`src/dtpb_defs.vh`:
```
`ifndef DTPB_DEFS_VH
`define DTPB_DEFS_VH

// Register addresses
`define DTPB_ADDR_CTL1      4'h0
`define DTPB_ADDR_CTL2      4'h1
`define DTPB_ADDR_HIGH      4'h2
`define DTPB_ADDR_TIMER     4'h3
`define DTPB_ADDR_DUTY      4'h4
`define DTPB_ADDR_PSCV      4'h5
`define DTPB_ADDR_TONE_CTL  4'h6
`define DTPB_ADDR_TONE_FREQ 4'h7
`define DTPB_ADDR_IFLAG     4'h8
`define DTPB_ADDR_IENABLE   4'h9
`define DTPB_ADDR_GLOBAL    4'hA

// First control register fields
`define DTPB_RUN_BIT        0
`define DTPB_RELOAD_SEL_BIT 1
`define DTPB_ONE_SHOT_BIT   2
`define DTPB_PWM_LOW_BIT    6
`define DTPB_PWM_OE_BIT     7

// Second control register fields
`define DTPB_PS_SEL_MSB     2
`define DTPB_PS_EN_N_BIT    3
`define DTPB_EDGE_SEL_BIT   4
`define DTPB_CLK_SEL_BIT    5

// Shared high bits register fields
`define DTPB_RELOAD_HI_MSB  5
`define DTPB_RELOAD_HI_LSB  4
`define DTPB_DUTY_HI_MSB    1

// Other fields
`define DTPB_TONE_EN_BIT    7
`define DTPB_TONE_SRC_BIT   3
`define DTPB_FLAG_BIT       3
`define DTPB_GIE_BIT        0

// Reset and fixed values
`define DTPB_CTL1_RST       8'h00
`define DTPB_CTL2_RST       8'h08
`define DTPB_CNT_FULL       10'h3FF
`define DTPB_CNT_ZERO       10'h000

`endif

```
`src/dtpb_top.v`:
```
// Added by the designer: the plain strobed port and the register addresses.
`timescale 1ns/10ps
`default_nettype none
`include "dtpb_defs.vh"

module dtpb_top #(
  parameter CNT_W = 10,
  parameter PS_W  = 8
) (
  input  wire       clock_in,
  input  wire       rst_n_in,
  input  wire [3:0] addr_in,
  input  wire [7:0] wdata_in,
  input  wire       wr_in,
  input  wire       rd_in,
  input  wire       ext_clk_pin_in,
  input  wire       cmp_enable_in,
  input  wire       cmp_level_in,
  output reg  [7:0] rdata_out,
  output reg        pin_out,
  output reg        pin_oe_out,
  output reg        irq_out
);

  // Software registers
  reg  [7:0]       ctl1_r;
  reg  [7:0]       ctl2_r;
  reg  [1:0]       reload_hi_r;
  reg  [1:0]       duty_hi_r;
  reg  [CNT_W-1:0] reload_r;
  reg  [CNT_W-1:0] duty_buf_r;
  reg  [CNT_W-1:0] duty_act_r;
  reg              tone_en_r;
  reg  [3:0]       tone_freq_r;
  reg              flag_r;
  reg              flag_ie_r;
  reg              gie_r;

  // Timer state
  reg  [CNT_W-1:0] cnt_r;
  reg  [CNT_W-1:0] cnt_nxt;
  reg              stopped_r;
  reg              stopped_nxt;
  reg  [PS_W-1:0]  ps_cnt_r;
  reg              ext_prev_r;
  reg  [7:0]       tone_cnt_r;
  reg              tone_r;
  reg              pin_nxt;
  reg              oe_nxt;
  reg  [7:0]       rd_nxt;

  wire             run;
  wire             wr_timer;
  wire             wr_ctl1;
  wire             ext_rise;
  wire             ext_fall;
  wire             ext_edge;
  wire             src_tick;
  wire [PS_W-1:0]  ps_mask;
  wire             ps_wrap;
  wire             ps_tick;
  wire             tmr_tick;
  wire             underflow;
  wire             pwm_active;
  wire             pwm_wave;
  wire             tone_src;
  reg  [7:0]       tone_mask;
  wire             tone_wrap;

  assign run      = ctl1_r[`DTPB_RUN_BIT];
  assign wr_timer = wr_in && (addr_in == `DTPB_ADDR_TIMER);
  assign wr_ctl1  = wr_in && (addr_in == `DTPB_ADDR_CTL1);

  // Edge detect on external clock pin
  assign ext_rise = ext_clk_pin_in && !ext_prev_r;
  assign ext_fall = !ext_clk_pin_in && ext_prev_r;
  assign ext_edge = ctl2_r[`DTPB_EDGE_SEL_BIT] ? ext_fall : ext_rise;

  // Source select
  assign src_tick = ctl2_r[`DTPB_CLK_SEL_BIT] ? ext_edge : 1'b1;

  // Prescaler ratio 2^(n+1)
  assign ps_mask = {PS_W{1'b1}} >> (PS_W - 1 - ctl2_r[`DTPB_PS_SEL_MSB:0]);
  assign ps_wrap = &(ps_cnt_r | ~ps_mask);
  assign ps_tick = src_tick && ps_wrap;
  assign tmr_tick = ctl2_r[`DTPB_PS_EN_N_BIT] ? src_tick : ps_tick;

  assign underflow = run && !stopped_r && tmr_tick &&
                     (cnt_r == `DTPB_CNT_ZERO);

  // PWM compare
  assign pwm_active = (cnt_r < duty_act_r);
  assign pwm_wave   = pwm_active ^ ctl1_r[`DTPB_PWM_LOW_BIT];

  // Tone divider
  assign tone_src  = tone_freq_r[`DTPB_TONE_SRC_BIT] ? underflow
                                                      : ps_tick;
  assign tone_wrap = &(tone_cnt_r | ~tone_mask);

  // Tone mask 2^n - 1, toggle every 2^n events
  always @*
  begin
    tone_mask = 8'h00;
    case (tone_freq_r[2:0])
      3'h0:
      begin
        tone_mask = 8'h00;
      end
      3'h1:
      begin
        tone_mask = 8'h01;
      end
      3'h2:
      begin
        tone_mask = 8'h03;
      end
      3'h3:
      begin
        tone_mask = 8'h07;
      end
      3'h4:
      begin
        tone_mask = 8'h0F;
      end
      3'h5:
      begin
        tone_mask = 8'h1F;
      end
      3'h6:
      begin
        tone_mask = 8'h3F;
      end
      3'h7:
      begin
        tone_mask = 8'h7F;
      end
      default:
      begin
        tone_mask = 8'h00;
      end
    endcase
  end

  // Counter next value
  always @*
  begin
    cnt_nxt     = cnt_r;
    stopped_nxt = stopped_r;
    if (!run)
    begin
      stopped_nxt = 1'b0;
    end
    if (run && !stopped_r && tmr_tick)
    begin
      if (cnt_r == `DTPB_CNT_ZERO)
      begin
        if (ctl1_r[`DTPB_ONE_SHOT_BIT])
        begin
          cnt_nxt     = reload_r;
          stopped_nxt = 1'b1;
        end
        else if (ctl1_r[`DTPB_RELOAD_SEL_BIT])
        begin
          cnt_nxt = reload_r;
        end
        else
        begin
          cnt_nxt = `DTPB_CNT_FULL;
        end
      end
      else
      begin
        cnt_nxt = cnt_r - {{(CNT_W-1){1'b0}}, 1'b1};
      end
    end
    if (wr_timer)
    begin
      stopped_nxt = 1'b0;
      if (!run)
      begin
        cnt_nxt = {reload_hi_r, wdata_in};
      end
    end
  end

  // Pin mux and read mux
  always @*
  begin
    oe_nxt  = cmp_enable_in || ctl1_r[`DTPB_PWM_OE_BIT] ||
              tone_en_r;
    pin_nxt = 1'b0;
    if (cmp_enable_in)
    begin
      pin_nxt = cmp_level_in;
    end
    else if (ctl1_r[`DTPB_PWM_OE_BIT])
    begin
      pin_nxt = pwm_wave;
    end
    else if (tone_en_r)
    begin
      pin_nxt = tone_r;
    end
    rd_nxt = 8'h00;
    case (addr_in)
      `DTPB_ADDR_CTL1:
      begin
        rd_nxt = ctl1_r;
      end
      `DTPB_ADDR_CTL2:
      begin
        rd_nxt = ctl2_r;
      end
      `DTPB_ADDR_HIGH:
      begin
        rd_nxt = {2'b00, cnt_r[9:8], 2'b00, duty_hi_r};
      end
      `DTPB_ADDR_TIMER:
      begin
        rd_nxt = cnt_r[7:0];
      end
      `DTPB_ADDR_PSCV:
      begin
        rd_nxt = ps_cnt_r;
      end
      `DTPB_ADDR_TONE_CTL:
      begin
        rd_nxt = {tone_en_r, 7'h00};
      end
      `DTPB_ADDR_TONE_FREQ:
      begin
        rd_nxt = {4'h0, tone_freq_r};
      end
      `DTPB_ADDR_IFLAG:
      begin
        rd_nxt = {4'h0, flag_r, 3'b000};
      end
      `DTPB_ADDR_IENABLE:
      begin
        rd_nxt = {4'h0, flag_ie_r, 3'b000};
      end
      `DTPB_ADDR_GLOBAL:
      begin
        rd_nxt = {7'h00, gie_r};
      end
      default:
      begin
        rd_nxt = 8'h00;
      end
    endcase
    if (!rd_in)
    begin
      rd_nxt = 8'h00;
    end
  end

  // Registers and timer
  always @(posedge clock_in)
  begin
    if (!rst_n_in)
    begin
      ctl1_r      <= `DTPB_CTL1_RST;
      ctl2_r      <= `DTPB_CTL2_RST;
      reload_hi_r <= 2'b00;
      duty_hi_r   <= 2'b00;
      reload_r    <= `DTPB_CNT_FULL;
      duty_buf_r  <= `DTPB_CNT_ZERO;
      duty_act_r  <= `DTPB_CNT_ZERO;
      tone_en_r   <= 1'b0;
      tone_freq_r <= 4'h0;
      flag_r      <= 1'b0;
      flag_ie_r   <= 1'b0;
      gie_r       <= 1'b0;
      cnt_r       <= `DTPB_CNT_FULL;
      stopped_r   <= 1'b0;
      ps_cnt_r    <= {PS_W{1'b0}};
      ext_prev_r  <= 1'b0;
      tone_cnt_r  <= 8'h00;
      tone_r      <= 1'b0;
      rdata_out   <= 8'h00;
      pin_out     <= 1'b0;
      pin_oe_out  <= 1'b0;
      irq_out     <= 1'b0;
    end
    else
    begin
      ext_prev_r <= ext_clk_pin_in;
      cnt_r      <= cnt_nxt;
      stopped_r  <= stopped_nxt;
      rdata_out  <= rd_nxt;
      pin_out    <= pin_nxt;
      pin_oe_out <= oe_nxt;
      irq_out    <= flag_r && flag_ie_r && gie_r;

      // Prescaler runs on source ticks
      if (ctl2_r[`DTPB_PS_EN_N_BIT])
      begin
        ps_cnt_r <= {PS_W{1'b0}};
      end
      else if (src_tick)
      begin
        ps_cnt_r <= ps_wrap ? {PS_W{1'b0}}
                            : ps_cnt_r + {{(PS_W-1){1'b0}}, 1'b1};
      end

      // Tone toggles on divider wrap
      if (!tone_en_r)
      begin
        tone_cnt_r <= 8'h00;
        tone_r     <= 1'b0;
      end
      else if (tone_src)
      begin
        tone_cnt_r <= tone_wrap ? 8'h00 : tone_cnt_r + 8'h01;
        if (tone_wrap)
        begin
          tone_r <= !tone_r;
        end
      end

      // Duty latched at underflow
      if (underflow)
      begin
        duty_act_r <= duty_buf_r;
      end

      // Sticky flag, set wins
      if (wr_in && (addr_in == `DTPB_ADDR_IFLAG) &&
          !wdata_in[`DTPB_FLAG_BIT])
      begin
        flag_r <= underflow;
      end
      else if (underflow)
      begin
        flag_r <= 1'b1;
      end

      if (wr_ctl1)
      begin
        ctl1_r <= wdata_in;
      end
      if (wr_in && (addr_in == `DTPB_ADDR_CTL2))
      begin
        ctl2_r <= {2'b00, wdata_in[5:0]};
      end
      if (wr_in && (addr_in == `DTPB_ADDR_HIGH))
      begin
        reload_hi_r <= wdata_in[`DTPB_RELOAD_HI_MSB:`DTPB_RELOAD_HI_LSB];
        duty_hi_r   <= wdata_in[`DTPB_DUTY_HI_MSB:0];
      end
      if (wr_timer)
      begin
        reload_r <= {reload_hi_r, wdata_in};
      end
      if (wr_in && (addr_in == `DTPB_ADDR_DUTY))
      begin
        duty_buf_r <= {duty_hi_r, wdata_in};
      end
      if (wr_in && (addr_in == `DTPB_ADDR_TONE_CTL))
      begin
        tone_en_r <= wdata_in[`DTPB_TONE_EN_BIT];
      end
      if (wr_in && (addr_in == `DTPB_ADDR_TONE_FREQ))
      begin
        tone_freq_r <= wdata_in[3:0];
      end
      if (wr_in && (addr_in == `DTPB_ADDR_IENABLE))
      begin
        flag_ie_r <= wdata_in[`DTPB_FLAG_BIT];
      end
      if (wr_in && (addr_in == `DTPB_ADDR_GLOBAL))
      begin
        gie_r <= wdata_in[`DTPB_GIE_BIT];
      end
    end
  end

endmodule // dtpb_top

`default_nettype wire

```
`config.mk`:
```
export PLATFORM = sky130hd
export DESIGN_NAME = dtpb_top
export DESIGN_NICKNAME = d
export VERILOG_FILES = /design/src/dtpb_top.v
export VERILOG_INCLUDE_DIRS = /design/src /design/src/src
export SDC_FILE = /design/constraint.sdc
export NUM_CORES = 1
export LEC_CHECK = 0
export BUFFER_PORTS_ARGS = -buffer_cell sky130_fd_sc_hd__buf_2
export CORE_UTILIZATION = 36
export CTS_CLUSTER_DIAMETER = 200
export DETAILED_ROUTE_END_ITERATION = 10
export GPL_TIMING_DRIVEN = 0
export PLACE_DENSITY = 0.5
export SYNTH_ARGS = -nofsm -noshare
export SYNTH_HDL_FRONTEND = slang
export SYNTH_SLANG_ARGS = --single-unit
```
`constraint.sdc`:
```
create_clock -name clock_in -period 2.95 [get_ports clock_in]
set_clock_uncertainty 0.05 [all_clocks]
set_input_delay 0.59 -clock clock_in [delete_from_list [all_inputs] [get_ports clock_in]]
set_output_delay 0.59 -clock clock_in [all_outputs]
set_load 0.1 [all_outputs]
```
---- Yosys cells after proc, flatten, opt, wreduce, memory -nomap -nowiden ----
Memory sizes are Yosys's and may differ from the RTL's. A register that Yosys moved wholly into a read port is not among the register bits.
Index checks and enable logic that the tools add are counted.
word-level totals
  register bits after elaboration ......... 96
  bits in latches ......................... 0
  bits in writable memories ............... 0
  memory bits (read-only) ................. 56
  bits of input ports ..................... 19
  word-level logic and storage cells ...... 105
  memories ................................ 1
cells by class
  add/subtract/negate cells ............... 4
  $mul .................................... 0
  divide/modulo/power cells ............... 0
  $lt $le $gt $ge ......................... 1
  equal/unequal tests ..................... 10
  shift operators ......................... 1
  multiplexer cells ....................... 24
  bitwise gates (word level) .............. 6
  reduce and logical (&&, ||, !) cells .... 36
memories
  name             words  width  rd ports  clocked after Yosys merged registers in  write ports  RTL line        text
  (no name shown)  8      7      1         1                                        0            dtpb_top.v:104  case (tone_freq_r[2:0])
operators by type and width
  kind                                                number
  case mux 8 bit (10 select lines)                    1
  2-to-1 mux 10 bit                                   6
  >> shifter 8 x 32 -> 8 bit, first input constant    1
  logical AND 1 bit                                   19
  adder 8 x 1 -> 8 bit, second input constant         2
  == test 4 x 3 -> 1 bit, second input constant       4
  2-to-1 mux 8 bit                                    2
  NOT 8 bit                                           2
  OR 8 bit                                            2
  AND reduction 8 bit                                 2
  2-to-1 mux 1 bit                                    13
  == test 4 bit, second input constant                3
  logical NOT 10 bit                                  1
  less-than comparator 10 bit                         1
  subtractor 10 x 1 -> 10 bit, second input constant  1
  AND reduction 9 bit                                 1
  == test 4 x 2 -> 1 bit, second input constant       2
  2-to-1 mux 3 bit                                    2
  logical NOT 1 bit                                   5
  == test 4 x 1 -> 1 bit, second input constant       1
  logical NOT 4 bit                                   1
  AND reduction 2 bit                                 2
  OR reduction 2 bit                                  2
  subtractor 3 x 3 -> 4 bit, first input constant     1
  other kinds (4)                                     5

---- Depth between registers and ports, before layout ----
  word-level depth ........................ 11
  depth in mapped cells ................... 9
  depth with buffers taken out ............ 8

---- Worst setup path after synthesis ----
No wires, ideal clock.
  kind .................................... input-to-reg
  from .................................... in ext_clk_pin_in
  to ...................................... reg cnt_r[2]
  arrival ................................. 2.143 ns
  required time ........................... 2.818 ns
  slack ................................... 0.675 ns
  cell stages on the path ................. 5
  cells stage by stage .................... or3b_2 a31oi_1 a21boi_1 or4_2 o2111ai_1
on the way
  cells in the longest elaborated chain, start to end .. 10
  elaborated cells between the ends (all ways) .. 11
  classes of those cells .................. mux: 6; reduce/logical: 5
ends and longest elaborated chain
  what                  RTL line        text
  from (decl)           dtpb_top.v:16   input wire ext_clk_pin_in,
  logical NOT 1 bit     dtpb_top.v:76   assign ext_fall = !ext_clk_pin_in && ext_prev_r;
  logical AND 1 bit     dtpb_top.v:76
  2-to-1 mux 1 bit *    dtpb_top.v:77   assign ext_edge = ctl2_r[`DTPB_EDGE_SEL_BIT] ? ext_fall : ext_rise;
  2-to-1 mux 1 bit *    dtpb_top.v:80   assign src_tick = ctl2_r[`DTPB_CLK_SEL_BIT] ? ext_edge : 1'b1;
  logical AND 1 bit     dtpb_top.v:85   assign ps_tick = src_tick && ps_wrap;
  2-to-1 mux 1 bit *    dtpb_top.v:86   assign tmr_tick = ctl2_r[`DTPB_PS_EN_N_BIT] ? src_tick : ps_tick;
  logical AND 1 bit *   dtpb_top.v:153  if (run && !stopped_r && tmr_tick)
  2-to-1 mux 10 bit *   dtpb_top.v:153
  2-to-1 mux 10 bit     dtpb_top.v:179  if (!run)
  2-to-1 mux 10 bit *   dtpb_top.v:176  if (wr_timer)
  to (signal assigned)  dtpb_top.v:274  cnt_r <= `DTPB_CNT_FULL;
  to (signal assigned)  dtpb_top.v:288  cnt_r <= cnt_nxt;
  to (decl)             dtpb_top.v:40   reg [CNT_W-1:0] cnt_r;
Mark *: on every way between the ends. The rest lies on a longest branch, timed or not.
A chain may end at the register's enable or synchronous reset.

---- Worst setup path in the final report ----
  from .................................... reg cnt_r[1]
  to ...................................... reg cnt_r[6]
on the way
  cells in the longest elaborated chain, start to end .. 5
  elaborated cells between the ends (all ways) .. 6
  classes of those cells .................. add/sub: 1; mux: 4; reduce/logical: 1
ends and longest elaborated chain
  what                                                               RTL line        text
  subtractor 10 x 1 -> 10 bit or logical NOT 10 bit (tied branches)  --
  2-to-1 mux 10 bit *                                                dtpb_top.v:155  if (cnt_r == `DTPB_CNT_ZERO)
  2-to-1 mux 10 bit *                                                dtpb_top.v:153
  2-to-1 mux 10 bit                                                  dtpb_top.v:179
  2-to-1 mux 10 bit *                                                dtpb_top.v:176
Marks and branches as above.

==> results.ini <==
[outcome]
status = complete, no violations

[sta]
post-route-min-period_ns = 2.531
fin_tns_setup_ns = 0
drv_slew = 0
relSlewSlack_pct = 38.04
setup_viol = 0
hold_viol = 0
timing.fmax_mhz = 395.0
worstMarginPinSlew_ns = 0.9260
grt_setup_unrepaired = no
finalCritPeriodShare_pct = 85.81

[cells_and_area]
diodes = 0
multi_input_area_um2 = 2836
fin_util_pct = 41.94
drive_gt1_share_pct = 10.39
regArea_um2 = 2042
final_area_um2 = 5844
syn2layout_area_growth_pct = 13.29
final_nets = 671
fillCellCount = 1402

[die]
fp-row-count = 43
dieArea_um2 = 14810
dieHeight_um = 121.7
die_w_um = 121.7
start_util_pct = 37.02
core_um2 = 13930
ios = 30

[critical_path]
crit_fanout = 5
crit_path_start_kind = flop
critPathCaptureType = flop
crit_type = reg2reg
cp.arrival_ns = 2.70
required_ns = 3.12

[yosys]
syn_nets = 635
synth_largest_area_cell = dfxtp_1
synth-warning-count = 0
synth_flop_cell = dfxtp_1
synth_area_leaders = dfxtp_1 40%, mux2i_1 6.8%, nand2_1 6.3%, nand3_1 3.7%, nor2b_1 3.2%
synthArstFlopShare_pct = 0
yosys.area.top_type_share_pct = 39.58
yosysUniqueCellTypes = 73
synth-seq-cells = 102
avgSynthCellArea_um2 = 8.541
synth_cells = 604
synth_enable_flop_cells = 0
yosysSeqAreaShare_pct = 39.58
syn-cell-area_um2 = 5159

[cts]
cts_resized = 0
worstSkewPairLatency_ns = 0.36
hold_buffers = 0
clock_sink_count = 102
h-tree-depth = 3
cts_tree = done
path_clk_slew_ns = 0.07
ctsLongestPathBuffers = 2
root_buffer = clkbuf_16
cts_buffers = 9
cts_setup_buffers = 0

[placement]
finalWeightedCongestion = 0.8881
hpwlAfterDp_um = 11320
portBuffers = 25
placed_area_um2 = 5509

[routing]
vias_per_cell = 5.464
drt_iter0_drc = 291
dr.pass1.iters = 7
vias = 4508
drc = 0
dr_wl_met2_um = 6904
wire_per_inst_um = 18.97
drt-met1-wl_um = 7427
met3_length_um = 806
detail-route-antenna-nets = 0
wl_um = 15650
dr.max_layer_used = met4

[pwr]
p_sw_uw = 687.1
p_leak_nw = 2.216
p_seq_share_pct = 47.5
finalPower_mw = 2.958
power.density_nw_per_um2 = 506.1
combPwrFrac_pct = 7.2
p_sw_share_pct = 23.23
clock_power_share_pct = 45.3
ir_drop_mv = 0.2697
internal-power_mw = 2.271

[hold_path]
worstHoldPathType = reg2reg

[global_routing]
antenna_found_initial = 0
gr-usage-all-layers_pct = 22.74
grt_pass1_wl_um = 24840
grt_overflow_total = 0
grt_max_degree = 16
grt_pass1_vias = 4425

[run]
maxCapViolations = 0

## state kept, by name, indices dropped and copies added, names as in the netlist, 2 cells and up
| signal | flops |
|---|---|
| duty_act_r | 10 |
| ctl2_r | 6 |
| duty_buf_r | 10 |
| rdata_out | 8 |
| cnt_r | 10 |
| duty_hi_r | 2 |
| ps_cnt_r | 8 |
| reload_hi_r | 2 |
| tone_freq_r | 4 |
| tone_mask | 7 |
| ctl1_r | 8 |
| tone_cnt_r | 7 |
| reload_r | 10 |
## cells in the final DEF, fill, tap and decap left out, drive strengths merged, types with 11 or more instances in the layout
cell type	count
a21boi	14
a21oi	11
buf	36
clkbuf	36
dfxtp	102
ha	12
inv	25
mux2i	35
nand2	87
nand3	38
nor2	42
nor2b	26
nor3	16
o21ai	26
## logic make-up after synthesis
logic type,Yosys count,share of synthesized area [%]
buffers and inverters,59,5.433
DFF,102,39.58
adders and majority gates,12,2.910
xor gates and xnor gates,8,1.358
and+or+nand+nor,271,26.51
muxes,41,8.610
AOI/OAI and AO/OA,111,15.60
## synthesized netlist by cell type, types with 3 or more instances
library cell,n
and2_1,4
dfxtp_1,102
nand2_1,87
nor2b_1,26
o31ai_1,4
a221oi_1,3
nand3_1,38
nor3_1,15
nor3b_1,7
nor2_1,42
nor4_1,3
nor4b_1,3
inv_1,25
ha_1,12
o211ai_1,4
a31oi_1,4
nand2b_1,9
a311oi_1,4
a21boi_0,13
mux2_2,4
buf_6,5
nand4_1,7
clkbuf_1,22
xnor2_1,5
buf_2,3
and4_1,3
a2bb2oi_1,4
a21oi_1,10
a21o_1,5
xor2_1,3
or3_1,7
a22oi_1,6
nand3b_1,6
o21ai_0,24
a211oi_1,5
mux2i_1,35
## through the flow
stage	setup slack (ns)	hold WS (ns)	cells
5_1_grt	0.2737	0.4323	825
6_report	0.4186	0.4147	825
4_1_cts	0.4398	0.4154	825
3_5_place_dp	0.2725	0.4027	809
3_3_place_gp	0.2608	0.3945	809
2_1_floorplan	0.6748	0.3821	604
## critical path, cell delays in order (launching register included)
cell	delay, ns
dfxtp_1	0.35
inv_1	0.16
ha_1	0.28
or2b_2	0.36
nor3_1	0.39
o21ai_0	0.36
o221ai_1	0.29
nand4_1	0.16
## worst paths after layout
kind                                   to  slack (ns)       from  cells after the start
worst max-delay path             cnt_r[6]        0.42   cnt_r[1]                      7
worst min-delay path            ctl1_r[3]        0.41  ctl1_r[3]                      2
worst max register to register   cnt_r[6]        0.42   cnt_r[1]                      7
worst min register to register  ctl1_r[3]        0.41  ctl1_r[3]                      2
## power groups by stage
stage	Combinational [mW]	Sequential (mW)	Clock [mW]
CTS	0.213	1.41	1.37
finish	0.212	1.41	1.34
floorplan	0.115	1.45	0
global route	0.230	1.41	1.43
detailed placement	0.212	1.44	0
global placement	0.211	1.44	0
## routing by layer
| layer | track usage (%) | up-vias |
|---|---|---|
| li1 | - | 2221 |
| met3 | 3.511 | 28 |
| met4 | 11.27 | 0 |
| met5 | 0 | - |
| met2 | 34.38 | 119 |
| met1 | 31.37 | 2140 |
## final cells by class
cell class | count | share of cell area [%]
multi-input combinational | 443 | 48.53
inverter | 25 | 1.606
buffer | 34 | 3.190
timing repair buffer | 25 | 2.141
sequential | 102 | 34.94
tap | 180 | 3.854
clock buffer | 13 | 4.624
clock inverter | 3 | 1.113
Note: power is estimated with default switching activity, not from simulation.
